`src/design/wdr_pkg.sv`:
```
package wdr_pkg;
   // Register addresses on the CPU byte bus.
   localparam logic [31:0] WDR_KEY_ADDR = 32'hFFFFF6D1;
   localparam logic [31:0] WDR_MODE_ADDR = 32'hFFFFF6D0;
   // Key values.
   localparam logic [7:0] WDR_RESTART_KEY = 8'hAC;
   localparam logic [7:0] WDR_KEY_READ = 8'h9A;
   // Mode and interval register layout and reset value.
   localparam int WDR_ACT_HI_BIT = 6;
   localparam int WDR_ACT_LO_BIT = 5;
   localparam int WDR_SEL_MSB = 4;
   localparam logic [7:0] WDR_MODE_RESET = 8'h7A;
   localparam logic [4:0] WDR_SEL_STOP = 5'h1F;
   localparam logic [1:0] WDR_ACT_NMI = 2'h1;
   // Last counter value; a loop detection interval is this plus one count clock ticks.
   localparam logic [7:0] WDR_TERMINAL = 8'hFF;

   typedef logic [4:0] wdr_sel_t;
endpackage : wdr_pkg

```
`src/design/wdr_tick_if.sv`:
```
interface wdr_tick_if;
   import wdr_pkg::*;
   wdr_sel_t sel;
   logic clear;
   logic tick;
   modport ctrl (output sel, output clear, input tick);
   modport presc (input sel, input clear, output tick);
endinterface : wdr_tick_if

```
`src/design/wdr_prescaler.sv`:
```
module wdr_prescaler
   import wdr_pkg::*;
(
   // Clock and reset.
   input wire logic clk_i,
   input wire logic reset_i,
   // Count clock selection and tick.
   wdr_tick_if.presc tk
);
   logic [31:0] div_q;
   logic [31:0] div_d;
   logic [31:0] mask;

   // The count clock period is two to the power of the selection plus one.
   always_comb begin
      mask = 32'((33'h1 << (6'(tk.sel) + 6'h1)) - 33'h1);
      // The tick is not gated by clear; the controller already ignores it while clearing.
      tk.tick = (div_q & mask) == mask;
      div_d = tk.clear ? 32'h0 : div_q + 32'h1;
   end

   always_ff @(posedge clk_i) begin
      if (reset_i) begin
         div_q <= 32'h0;
      end else begin
         div_q <= div_d;
      end
   end
endmodule : wdr_prescaler

```
`src/design/wdr_watchdog.sv`:
```
// How it works
// - Writing the restart key to the key register clears the counter and restarts counting at zero.
// - Writing any other value to the key register forces an overflow at once.
// - A single-bit write to the key register forces an overflow at once.
// - Reading the key register always returns the fixed read pattern.
// - After reset the watchdog counts on its own with overflow action set to system reset.
// - The mode and interval register takes one byte write after reset and ignores later ones.
// - The five-bit clock selection field picks the count clock and so the interval.
// - An expired interval raises a reset request or an NMI request as the mode bits select.
// - An overflow in power save with the upper mode bit set raises a reset request.
// - An overflow in power save in NMI mode gives a wake pulse instead of an NMI.
module wdr_watchdog
   import wdr_pkg::*;
(
   // Clock and reset.
   input wire logic clk_i,
   input wire logic reset_i,
   // CPU byte bus.
   input wire logic [31:0] addr_i,
   input wire logic wr_i,
   input wire logic rd_i,
   input wire logic bit_access_i,
   input wire logic [7:0] wdata_i,
   output logic [7:0] rdata_o,
   // System side.
   input wire logic power_save_i,
   output logic watchdog_reset_request_o,
   output logic watchdog_nmi_request_o,
   output logic wake_o
);
   ////////////////////////////////////////////////////////////////////////////////
   function automatic logic hit(input logic [31:0] a, input logic [31:0] reg_addr);
      return a == reg_addr;
   endfunction

   // The prescaler makes the count clock; a clear restarts its period.
   wdr_tick_if tk ();

   wdr_prescaler u_presc (
      .clk_i(clk_i),
      .reset_i(reset_i),
      .tk(tk)
   );

   ////////////////////////////////////////////////////////////////////////////////
   logic [7:0] mode_q;
   logic [7:0] mode_d;
   logic written_q;
   logic written_d;
   logic [7:0] cnt_q;
   logic [7:0] cnt_d;
   logic [7:0] rdata_d;
   logic rst_req_d;
   logic nmi_d;
   logic wake_d;
   // Decoded strobes and overflow causes, all of the current cycle.
   logic key_wr;
   logic restart;
   logic bad_key;
   logic running;
   logic timeout;
   logic ovf;
   logic [1:0] act;

   always_comb begin
      act = mode_q[WDR_ACT_HI_BIT:WDR_ACT_LO_BIT];
      running = mode_q[WDR_SEL_MSB:0] != WDR_SEL_STOP;
      key_wr = wr_i && hit(addr_i, WDR_KEY_ADDR);
      restart = key_wr && !bit_access_i && (wdata_i == WDR_RESTART_KEY);
      bad_key = key_wr && (bit_access_i || (wdata_i != WDR_RESTART_KEY));
      // A restart wins over a timeout in the same cycle, so a late key still saves the system.
      timeout = running && tk.tick && (cnt_q == WDR_TERMINAL) && !restart;
      ovf = timeout || bad_key;
      tk.sel = mode_q[WDR_SEL_MSB:0];
      // Clearing the prescaler on a restart makes every interval start on a full period.
      // The tick does not depend on this clear, which keeps the timeout free of a loop.
      tk.clear = restart || ovf || !running;
      // Counter.
      cnt_d = cnt_q;
      if (restart || ovf || !running) begin
         cnt_d = 8'h00;
      end else if (tk.tick) begin
         cnt_d = cnt_q + 8'h01;
      end
      // One-shot mode register.
      // Bit accesses never land, so a stray bit write cannot use up the one write.
      mode_d = mode_q;
      written_d = written_q;
      if (wr_i && hit(addr_i, WDR_MODE_ADDR) && !bit_access_i && !written_q) begin
         mode_d = wdata_i;
         written_d = 1'b1;
      end
      // Read data.
      // The key register never gives back the value last written.
      rdata_d = 8'h00;
      if (rd_i && hit(addr_i, WDR_KEY_ADDR)) begin
         rdata_d = WDR_KEY_READ;
      end else if (rd_i && hit(addr_i, WDR_MODE_ADDR)) begin
         rdata_d = mode_q;
      end
      // Overflow action.
      // In power save an NMI cannot be served, so NMI mode wakes the device instead.
      rst_req_d = ovf && act[1];
      nmi_d = ovf && (act == WDR_ACT_NMI) && !power_save_i;
      wake_d = ovf && (act == WDR_ACT_NMI) && power_save_i;
   end

   always_ff @(posedge clk_i) begin
      if (reset_i) begin
         mode_q <= WDR_MODE_RESET;
         written_q <= 1'b0;
         cnt_q <= 8'h00;
         rdata_o <= 8'h00;
         watchdog_reset_request_o <= 1'b0;
         watchdog_nmi_request_o <= 1'b0;
         wake_o <= 1'b0;
      end else begin
         mode_q <= mode_d;
         written_q <= written_d;
         cnt_q <= cnt_d;
         rdata_o <= rdata_d;
         watchdog_reset_request_o <= rst_req_d;
         watchdog_nmi_request_o <= nmi_d;
         wake_o <= wake_d;
      end
   end
endmodule : wdr_watchdog

```
`config.mk`:
```
export PLATFORM = sky130hd
export DESIGN_NAME = wdr_watchdog
export DESIGN_NICKNAME = d
export VERILOG_FILES = /design/src/design/wdr_pkg.sv /design/src/design/wdr_tick_if.sv /design/src/design/wdr_prescaler.sv /design/src/design/wdr_watchdog.sv
export SDC_FILE = /design/constraint.sdc
export NUM_CORES = 1
export LEC_CHECK = 0
export BUFFER_PORTS_ARGS = -buffer_cell sky130_fd_sc_hd__buf_4
export CORE_MARGIN = 2
export CORE_UTILIZATION = 45
export CTS_BUF_LIST = sky130_fd_sc_hd__clkbuf_16
export CTS_CLUSTER_SIZE = 25
export DETAILED_ROUTE_END_ITERATION = 8
export PLACE_DENSITY = 0.66
export SYNTH_ARGS = -nofsm -noshare
export SYNTH_HDL_FRONTEND = slang
export SYNTH_HIERARCHICAL = 1
export SYNTH_SLANG_ARGS = --single-unit
```
`constraint.sdc`:
```
create_clock -name clk_i -period 4.5 [get_ports clk_i]
set_clock_uncertainty 0.15 [all_clocks]
set_input_delay 0.45 -clock clk_i [delete_from_list [all_inputs] [get_ports clk_i]]
set_output_delay 0.45 -clock clk_i [all_outputs]
set_load 0.005 [all_outputs]
```
# == Yosys cells after proc, flatten, opt, wreduce, memory -nomap -nowiden ==
# Index checks and enable logic that the tools add are counted.
# totals
register_bits,60
inputBits,46
# classes
addsub,4
n_eq_ne,8
shift,1
n_mux,2
n_bitwise,2
n_reduce_logical,27
# ops
op,count
"32-bit == test, second input constant",2
"32-bit by 1-bit adder with 32-bit output, second input constant",1
32-bit AND,1
32-bit == test,1
"1-bit by 6-bit << shifter with 32-bit output, first input constant",1
"32-bit by 1-bit subtractor with 32-bit output, second input constant",1
"8-bit == test, second input constant",2
1-bit logical AND,16
8-bit 2-to-1 mux,2
"8-bit by 1-bit adder with 8-bit output, second input constant",1
"8-bit inequality test, second input constant",1
"5-bit by 1-bit adder with 6-bit output, second input constant",1
1-bit zero test,5
"5-bit inequality test, second input constant",1
1-bit logical OR,4
3-bit OR reduction,1
"2-bit by 1-bit == test with 1-bit output, second input constant",1
2-bit OR reduction,1
1-bit NOT,1

# == Depth between registers and ports, before layout ==
# Gate-level depths: netlist of run 1.
# depth
ltp_word,12
mapped_depth,21
mapped_depth_nobuf,15

# == Modules after synthesis ==
# The synthesis of run 1 kept the hierarchy.
# by_module_without_submodules
module,n_inst,cells_each,area_per_inst_um2,seq_area_each_um2
wdr_prescaler,1,288,2169.6,640.6
wdr_watchdog,1,137,1278.7,560.5

# == Worst setup path after synthesis of run 1 ==
# OpenSTA, ideal clock, no wires.
# synth_path
path_kind,flip-flop to flip-flop
startpoint,register mode_q[1]
endpoint,register u_presc.div_q[19]
setup_time_ps,71
arrival_time_ps,3815
setup_slack_ps,465
stages_incl_launch_ff,21
path_cell_list,dfxtp_1 -> buf_2 -> nor4_1 -> nand2_1 -> ha_1 -> clkbuf_2 -> and3b_1 -> or4b_2 -> a22oi_1 -> nor3_1 -> o211ai_1 -> nor4_1 -> clkbuf_1 -> nand4_1 -> nor2_1 -> a31oi_1 -> nand2_1 -> or2_2 -> clkbuf_1 -> clkbuf_1 -> a21oi_1
# synth_via
elab_chain_cells,12
word_cells_on_any_way,14
cone_classes,add/sub (2); eq/ne (2); shift (1); bitwise (1); reduce/logical (8)
# synth_lines
element,line_no,text
start: declaration,wdr_watchdog.sv:46,logic [7:0] mode_q;
start signal: assignment,wdr_watchdog.sv:118,mode_q <= mode_d;
5-bit by 1-bit adder with 6-bit output *,wdr_prescaler.sv:16,mask = 32'((33'h1 << (6'(tk.sel) + 6'h1)) - 33'h1);
1-bit by 6-bit << shifter with 32-bit output *,wdr_prescaler.sv:16,
32-bit by 1-bit subtractor with 32-bit output *,wdr_prescaler.sv:16,
32-bit AND,wdr_prescaler.sv:18,tk.tick = (div_q & mask) == mask;
32-bit == test *,wdr_prescaler.sv:18,
net tk.tick,wdr_tick_if.sv:5,logic tick;
1-bit logical AND * (3 in a row),wdr_watchdog.sv:72,timeout = running && tk.tick && (cnt_q == WDR_TERMINAL) && !restart;
1-bit logical OR *,wdr_watchdog.sv:73,ovf = timeout || bad_key;
1-bit logical OR * (2 in a row),wdr_watchdog.sv:77,tk.clear = restart || ovf || !running;
net tk.clear,wdr_tick_if.sv:4,logic clear;
2-bit OR reduction (no source line) *,-,
end signal: assignment,wdr_prescaler.sv:26,div_q <= div_d;
end: declaration,wdr_prescaler.sv:10,logic [31:0] div_q;
# The timed path passes the listed nets; every way through them passes the cells marked *.
# A chain may end at the register's enable or synchronous reset.

# == Worst setup path in the final report of run 1 ==
# layout_path
startpoint,register mode_q[1]
endpoint,register u_presc.div_q[26]
# Same word-level chain as after synthesis.

==> results of run 1 <==
[path summary, 6_finish.rpt]
| check | to | cells after the start |
|---|---|---|
| hold reg to reg | u_presc/div_q[0]$_SDFF_PP0_ | 1 |
| setup reg to reg | u_presc/div_q[26]$_SDFF_PP0_ | 15 |
| setup / recovery | u_presc/div_q[26]$_SDFF_PP0_ | 15 |
| hold / removal | rdata_o[2]$_SDFF_PP0_ | 2 |
[synthesized netlist by cell type, types with 3 or more instances]
master     count
or3_1         11
dfxtp_1       60
o31ai_1        5
inv_1          9
a21oi_1       24
o21a_1         3
nor3_1        16
ha_1           3
o2111ai_1      3
xnor2_1       12
nor4b_1        7
nor2_1        56
o211ai_1       4
mux2i_1        7
nand2b_1       3
o21ai_0       15
xor2_1        17
a22oi_1        4
buf_2         10
clkbuf_1      11
nand4_1       23
nor3b_1        5
nand2_1       35
nor2b_1        6
nor4_1         4
a31oi_1        6
nand3_1       10
and3_1         4
[layer usage]
metal	up-vias	GRT usage (%)
li1	1656	-
met1	1571	28.3
met2	168	34.5
met3	30	4.32
met4	0	11.0
met5	-	0
[logic make-up (layout without fill, tap and decap cells)]
| kind of cell | Yosys count | after routing | share of synthesized area, % |
|---|---|---|---|
| xor gates and xnor gates | 29 | 29 | 7.37 |
| muxes | 7 | 7 | 2.03 |
| and+or+nand+nor | 209 | 209 | 34.9 |
| DFF | 60 | 60 | 34.8 |
| other | 1 | 1 | 0.109 |
| buffers and inverters | 34 | 88 | 4.32 |
| AOI/OAI and AO/OA | 82 | 82 | 15.4 |
| adders and majority gates | 3 | 3 | 1.09 |
[final cells by class]
cell class                 instances  area, sq um
sequential                        60         1200
tap                               99          124
clock buffer                       9          225
fill                             650         3070
multi-input combinational        331         2110
clock inverter                     7         92.6
inverter                           9         33.8
timing repair buffer              63          473
[sequential cells by signal (all words and copies together), names as in the netlist]
| register | cells |
|---|---|
| u_presc/div_q | 32 |
| watchdog_reset_request_o | 1 |
| rdata_o | 8 |
| mode_q | 8 |
| watchdog_nmi_request_o | 1 |
| written_q | 1 |
| cnt_q | 8 |
| wake_o | 1 |
[power by group]
| part | internal (mW) | switching, mW |
|---|---|---|
| sequential | 0.534 | 0.00247 |
| clock | 0.482 | 0.239 |
| combinational | 0.0374 | 0.0309 |
[stage by stage]
stage	instance area, sq um	power (mW)	hold WS, ns	utilization (%)
floorplan	3450	0.576	0.280	-
global placement	3930	0.614	0.299	53.6
detailed placement	3930	0.615	0.309	53.6
CTS	4250	1.34	0.243	57.9
global route	4260	1.37	0.264	58.1
finish	4260	1.33	0.251	58.1
==> metrics.yaml, run 1 <==
grt:
  grt_util_all_layers_pct: 21.9
  grt_max_degree: 33
  grt_first_pass_wirelength_um: 15000
  grt_pass1_vias: 3228
  grt_overflow_total: 0
  antenna_found_initial: 0
critical_path:
  cp.buffers_inverters: 0
  cp.required_ns: 4.55
  crit_path_cell_trace: "nor4_2 > nand2_1 > ha_1 > nor4b_1 > a31oi_1 > nor3_1 > a2111oi_0 > nand4_1 > nor4_1 > nand4_1 > nor2_1 > a31oi_1 > nand2_1 > or2_4 > nor2_1"
  cpPeakStageDelay_ns: 0.39
  cp_data_arrival_time_ns: 3.94
  crit_type: "flip-flop to flip-flop"
  r2r_setup_slack_ns: 0.61
  critPathSlowestCell: "nor4_2"
  cp-start-kind: "flip-flop"
  cp-startpoint: "mode_q[1]$_SDFFE_PP1P_"
  crit_fanout: 32
  cp_top_family: "simple AND/OR/NAND/NOR gates"
  cp-end-kind: "flip-flop"
  rr_startpoint: "mode_q[1]$_SDFFE_PP1P_"
route:
  wirelength_um: 8780
  dr.pass1.iters: 5
  vias_per_cell: 5.93
  drc: 0
  wl_met2_um: 4070
  wl_met1_um: 3860
  drt_iter0_markers: 292
  wl_met3_um: 582
  drtAntennaViolNets: 0
  via_count: 3425
  wire_per_inst_um: 15.2
  topRoutingLayerUsed: "met4"
pwr:
  leakage_nw: 1.54
  vdd_drop_max_mv: 0.183
  cellPowerDensity_mw_per_mm2: 311
synth:
  syn_avg_cell_area_sq_um: 8.11
  synth_top_cell_area_share_pct: 34.8
  synth_warnings: 6
  synthCells: 425
  ys_ff_latch: 60
  syn_nets: 474
  synth_area_sq_mm: 0.00345
  synth.area.top_cells: "dfxtp_1 35%, nor2_1 6.1%, xor2_1 4.3%"
  seq_area_frac_synth_pct: 34.8
  synthDistinctLibCells: 65
  synth-main-ff-cell: "dfxtp_1"
  ys_async_sr_fraction_pct: 0
  synth_top_cell_by_area: "dfxtp_1"
  synth_edf_count: 0
final_layout:
  diodes: 0
  fin_nets: 523
  layout_common_cells: "63 x buf_4, 60 x dfxtp_1, 56 x nor2_1"
  stdcell_count: 578
  final_common_cell: "buf_4"
  layout-drive-gt1-share_pct: 20.5
  syn_to_final_growth_pct: 23.4
status:
  status: "completed"
clock_network:
  clk_pin_slew_ns: 0.05
  cts_repair_resize_count: 0
  cts_tree: "yes"
  postCtsHoldBufs: 0
  cts-root-buf: "clkbuf_16"
  cts_buffers: 9
  clock-sinks: 60
  insertion_delay_ns: 0.33
  htreeDepth: 3
  clk_path_buf_depth: 2
  post_cts.repair.setup_buffers: 0
floorplan:
  core_region_area_sq_mm: 0.00733
  start_util_pct: 47.0
  io_pins: 57
  die_x_um: 91.5
  die_y_um: 91.5
  rows: 31
  die-area_sq_mm: 0.00838
sta:
  finalSetupTns_ns: 0
  worstMarginPinSlew_ns: 0.630
  worst_slack_ns: 0.611
  hold_viol_final: 0
  finalCritPeriodShare_pct: 86.4
  setup_viol: 0
  rsz0062_at_grt: "no"
  max-slew-margin-rel_pct: 57.8
  slew_viol_final: 0
  max_freq_mhz: 257
  period_minus_slack_ns: 3.89
place:
  io_buffers: 56
  dpl.cell_count: 562
  hpwlAfterDp_um: 6470
  gp_congestion: 0.951
  dp_slack_ns: 0.307
hold_path:
  hp-start: "addr_i[0]"
  hp-class: "input port to flip-flop"
run:
  max_cap_viol_count: 0
No activity file was read; power rests on OpenSTA's default activity.
==> run 2, diff against run 1 <==
Clock period 4.5 ns to 4.1 ns, I/O delays scaled along.
==> metrics.yaml, run 2 (same netlist as run 1, synthesis figures left out) <==
route:
  via_count: 3404
  vias_per_cell: 5.84
  wire_per_inst_um: 15.8
  drc: 0
  drtAntennaViolNets: 0
  drt_iter0_markers: 281
  dr.pass1.iters: 5
  wirelength_um: 9180
clock_network:
  cts_tree: "yes"
  cts_buffers: 9
  clk_pin_slew_ns: 0.05
  htreeDepth: 3
  clk_path_buf_depth: 2
  cts-root-buf: "clkbuf_16"
  clock-sinks: 60
  postCtsHoldBufs: 0
  insertion_delay_ns: 0.33
sta:
  hold_viol_final: 0
  rsz0062_at_grt: "no"
  setup_viol: 0
  worstMarginPinSlew_ns: 0.608
  finalCritPeriodShare_pct: 92.0
  max_freq_mhz: 265
  slew_viol_final: 0
  period_minus_slack_ns: 3.77
  max-slew-margin-rel_pct: 59.3
grt:
  grt_overflow_total: 0
  grt_first_pass_wirelength_um: 15100
  grt_max_degree: 33
  grt_util_all_layers_pct: 22.2
  antenna_found_initial: 0
  grt_pass1_vias: 3199
final_layout:
  diodes: 0
  largest_register: "u_presc/div_q"
  stdcell_count: 583
  final_common_cell: "buf_4"
  layout-drive-gt1-share_pct: 21.3
  fin_nets: 528
  finish.instance_area_sq_mm: 0.00427
  layout_common_cells: "67 x buf_4, 60 x dfxtp_1, 56 x nor2_1"
  syn_to_final_growth_pct: 23.8
  largest_register_ffs: 32
critical_path:
  cpPeakStageDelay_ns: 0.61
  cp-start-kind: "flip-flop"
  cp_data_arrival_time_ns: 3.87
  cp.required_ns: 4.20
  critPathSlowestCell: "or4b_2"
  rr_startpoint: "mode_q[1]$_SDFFE_PP1P_"
  cp-end-kind: "flip-flop"
  cp.buffers_inverters: 0
  cp-startpoint: "mode_q[1]$_SDFFE_PP1P_"
  cp_top_family: "simple AND/OR/NAND/NOR gates"
  crit_type: "flip-flop to flip-flop"
  crit_path_cell_trace: "nor4_1 > nand2_1 > ha_2 > and3b_1 > or4b_2 > a22oi_1 > nor3_1 > o211ai_1 > nor4_2 > nand4_1 > nor2_1 > a31oi_1 > nand2_1 > or2_4 > nor2_1"
  crit_fanout: 16
hold_path:
  hp-class: "input port to flip-flop"
  hp-start: "power_save_i"
status:
  status: "completed"
floorplan:
  io_pins: 57
  start_util_pct: 47.0
  die_x_um: 91.5
  die_y_um: 91.5
  die-area_sq_mm: 0.00838
  rows: 31
  core_region_area_sq_mm: 0.00733
place:
  dpl.cell_count: 565
  gp_congestion: 0.933
  io_buffers: 56
  placed_area_sq_mm: 0.00395
  hpwlAfterDp_um: 6470
pwr:
  leakage_nw: 1.55
  vdd_drop_max_mv: 0.161
  cellPowerDensity_mw_per_mm2: 324
  total_power_mw: 1.38
run:
  max_cap_viol_count: 0
[run 2: stage by stage]
| step | hold WS (ns) | setup TNS [ns] | utilization [%] | setup WS [ns] |
|---|---|---|---|---|
| 2_1_floorplan | 0.280 | 0 | - | 0.0646 |
| 3_3_place_gp | 0.297 | 0 | 53.9 | 0.0840 |
| 3_5_place_dp | 0.311 | -1.12 | 53.9 | -0.0776 |
| 4_1_cts | 0.193 | 0 | 57.8 | 0.110 |
| 5_1_grt | 0.216 | 0 | 58.3 | 0.0582 |
| 6_report | 0.205 | 0 | 58.3 | 0.330 |
[run 2: area by class of cell]
type / instances / area, sq um
Clock buffer: 9 / 225
Clock inverter: 7 / 58.8
Fill cell: 658 / 3060
Inverter: 9 / 33.8
Multi-Input combinational cell: 332 / 2120
Sequential cell: 60 / 1200
Tap cell: 99 / 124
Timing Repair Buffer: 67 / 503
[run 2: worst paths after layout]
path | slack (ns) | cells past startpoint | to
min | 0.21 | 4 | watchdog_nmi_request_o$_SDFF_PP0_
min reg2reg | 0.32 | 1 | u_presc/div_q[0]$_SDFF_PP0_
max | 0.33 | 15 | u_presc/div_q[16]$_SDFF_PP0_
max reg2reg | 0.33 | 15 | u_presc/div_q[16]$_SDFF_PP0_
[run 2: worst register-to-register path: cells and delay by family (launching register included)]
kind / cells / cell delay, ns
adder cells (fa/ha/maj): 1 / 0.27
AND/OR/NAND/NOR: 11 / 2.53
flip-flops: 1 / 0.31
AO/OA/AOI/OAI: 3 / 0.44
[run 2: what timing repair did]
item | in CTS | in global routing
buffers inserted | 0 | 1
pin swaps | 0 | 1
setup endpoints to repair | 32 | 43
resized for setup | 1 | 4
cloned | 0 | 1
[run 2: layer usage]
metal	track usage [%]	up-vias	wire length [um]
met5	0	-	0
met4	9.47	0	199
met3	4.90	19	544
met2	36.5	149	4400
met1	28.1	1574	4040
li1	-	1662	-
[run 2: power breakdown]
| part | internal (mW) | switching, mW | leakage, nW | total [mW] |
|---|---|---|---|---|
| clock | 0.461 | 0.256 | 0.141 | 0.716 |
| combinational | 0.0426 | 0.0355 | 0.929 | 0.0781 |
| sequential | 0.586 | 0.00270 | 0.484 | 0.589 |
==> run 3, diff against run 2 <==
Settings changed: CORE_MARGIN 2 to unset, CTS_BUF_LIST sky130_fd_sc_hd__clkbuf_16 to sky130_fd_sc_hd__clkbuf_8.
==> metrics.yaml, run 3 (same netlist as run 1, synthesis figures left out) <==
status:
  status: "completed"
critical_path:
  crit_path_cell_trace: "nor4_1 > nand2_1 > ha_2 > and3b_1 > or4b_2 > a22oi_1 > nor3_1 > o211ai_1 > nor4_2 > nand4_1 > nor2_1 > a31oi_1 > nand2_1 > or2_2 > buf_6 > a21oi_1"
  crit_type: "flip-flop to flip-flop"
  critPathSlowestCell: "or4b_2"
  crit_path_frequent_cell: "nand2_1"
  reg2regPathDepth: 16
  rr_startpoint: "mode_q[1]$_SDFFE_PP1P_"
  cp.buffers_inverters: 1
  cp_top_family: "simple AND/OR/NAND/NOR gates"
  r2r_setup_slack_ns: 0.30
  crit_fanout: 32
  cp-end-kind: "flip-flop"
  r2r_end: "u_presc/div_q[23]$_SDFF_PP0_"
  cp.required_ns: 4.21
  cpPeakStageDelay_ns: 0.60
  cp-start-kind: "flip-flop"
  cp_data_arrival_time_ns: 3.92
hold_path:
  hold_depth: 4
  hp-class: "input port to flip-flop"
  hp-start: "power_save_i"
  hold_end: "watchdog_nmi_request_o$_SDFF_PP0_"
grt:
  grt_util_all_layers_pct: 23.6
  antenna_found_initial: 0
  grt_first_pass_wirelength_um: 14300
  grt_max_degree: 33
  grt_overflow_total: 0
  grt_pass1_vias: 2959
route:
  vias_per_cell: 5.86
  drtAntennaViolNets: 0
  drt_iter0_markers: 300
  via_count: 3395
  drc: 0
  dr.pass1.iters: 6
  wirelength_um: 8900
  wire_per_inst_um: 15.4
final_layout:
  fillCellCount: 681
  fin_nets: 526
  final_common_cell: "buf_4"
  syn_to_final_growth_pct: 21.1
  largest_register_ffs: 32
  final_util_pct: 57.0
  largest_register: "u_presc/div_q"
  layout-drive-gt1-share_pct: 21.0
  stdcell_count: 579
  diodes: 0
  layout_common_cells: "65 x buf_4, 60 x dfxtp_1, 56 x nor2_1"
clock_network:
  post_cts.repair.setup_buffers: 0
  insertion_delay_ns: 0.34
  clock-sinks: 60
  htreeDepth: 3
  clk_path_buf_depth: 2
  cts-root-buf: "clkbuf_8"
  clk_pin_slew_ns: 0.07
  cts_buffers: 9
  cts_tree: "yes"
pwr:
  cellPowerDensity_mw_per_mm2: 293
  p_sw_mw: 0.254
  p_int_mw: 0.968
  leakage_nw: 1.51
  vdd_drop_max_mv: 0.125
  clkPwrFrac_pct: 45.6
  seq_power_share_pct: 48.2
  p_sw_share_pct: 20.8
  pwr-share-comb_pct: 6.2
place:
  gp_congestion: 0.952
  dp_slack_ns: 0.0945
  dpl.cell_count: 565
  io_buffers: 56
  hpwlAfterDp_um: 6450
sta:
  period_minus_slack_ns: 3.80
  max-slew-margin-rel_pct: 57.1
  worst_slack_ns: 0.299
  max_freq_mhz: 263
  setup_viol: 0
  slew_viol_final: 0
  hold_viol_final: 0
  finalCritPeriodShare_pct: 92.7
  worstMarginPinSlew_ns: 0.640
  finalSetupTns_ns: 0
floorplan:
  die_x_um: 89.5
  core_region_area_sq_mm: 0.00733
  io_pins: 57
  rows: 31
  die-area_sq_mm: 0.00802
  die_y_um: 89.5
  start_util_pct: 47.0
run:
  max_cap_viol_count: 0
## run 3: worst register-to-register path, cell delays in order (launching register included)
cell      delay, ns
dfxtp_1        0.31
nor4_1         0.35
nand2_1        0.18
ha_2           0.30
and3b_1        0.30
or4b_2         0.60
a22oi_1        0.17
nor3_1         0.08
o211ai_1       0.11
nor4_2         0.08
nand4_1        0.17
nor2_1         0.10
a31oi_1        0.14
nand2_1        0.06
or2_2          0.30
buf_6          0.19
a21oi_1        0.15
## run 3: layout make-up
| type | instances | area, sq um | share of cell area (%) |
|---|---|---|---|
| Clock inverter | 1 | 30.0 | 0.719 |
| Sequential cell | 60 | 1200 | 28.8 |
| Inverter | 9 | 33.8 | 0.809 |
| Clock buffer | 13 | 179 | 4.29 |
| Timing Repair Buffer | 66 | 499 | 12.0 |
| Multi-Input combinational cell | 331 | 2110 | 50.5 |
| Tap cell | 99 | 124 | 2.97 |
## run 3: power groups by stage
| stage | combinational [mW] | clock, mW | sequential [mW] |
|---|---|---|---|
| final | 0.0762 | 0.557 | 0.589 |
| after global routing | 0.0826 | 0.604 | 0.588 |
| after CTS | 0.0752 | 0.575 | 0.588 |
| after detailed placement | 0.0751 | 0 | 0.601 |
| after global placement | 0.0741 | 0 | 0.601 |
| after floorplan | 0.0314 | 0 | 0.601 |
## run 3: metrics by stage
| step | hold slack, ns | area [sq um] | power, mW |
|---|---|---|---|
| 6_report | 0.193 | 4180 | 1.22 |
| 5_1_grt | 0.185 | 4180 | 1.27 |
| 4_1_cts | 0.176 | 4160 | 1.24 |
| 3_5_place_dp | 0.312 | 3950 | 0.677 |
| 3_3_place_gp | 0.298 | 3950 | 0.675 |
| 2_1_floorplan | 0.280 | 3450 | 0.632 |
## run 3: worst max path at each step
stage / start / end / slack (ns) / cells past startpoint
2_1_floorplan: mode_q[1]$_SDFFE_PP1P_ / u_presc/div_q[19]$_SDFF_PP0_ / 0.06 / 20
3_3_place_gp: mode_q[1]$_SDFFE_PP1P_ / u_presc/div_q[29]$_SDFF_PP0_ / 0.24 / 16
3_5_place_dp: mode_q[1]$_SDFFE_PP1P_ / u_presc/div_q[11]$_SDFF_PP0_ / 0.09 / 16
4_1_cts: mode_q[1]$_SDFFE_PP1P_ / u_presc/div_q[10]$_SDFF_PP0_ / 0.09 / 16
5_1_grt: mode_q[1]$_SDFFE_PP1P_ / u_presc/div_q[23]$_SDFF_PP0_ / -0.01 / 17
6_report: mode_q[1]$_SDFFE_PP1P_ / u_presc/div_q[23]$_SDFF_PP0_ / 0.30 / 16
## run 3: metal layers
layer  part of all wire (%)  vias to the layer above  global-route usage [%]
li1                       -                     1661                       -
met1                     44                     1570                    30.0
met2                     47                      145                    38.2
met4                    2.1                        0                    9.96
met5                      0                        -                       0
met3                    6.3                       19                    5.63
## run 3: what timing repair did
item / CTS / global route
setup endpoints to repair: 0 / 42
resized for setup: 0 / 4
hold buffers: 0 / 0
hold endpoints to repair: 0 / 0
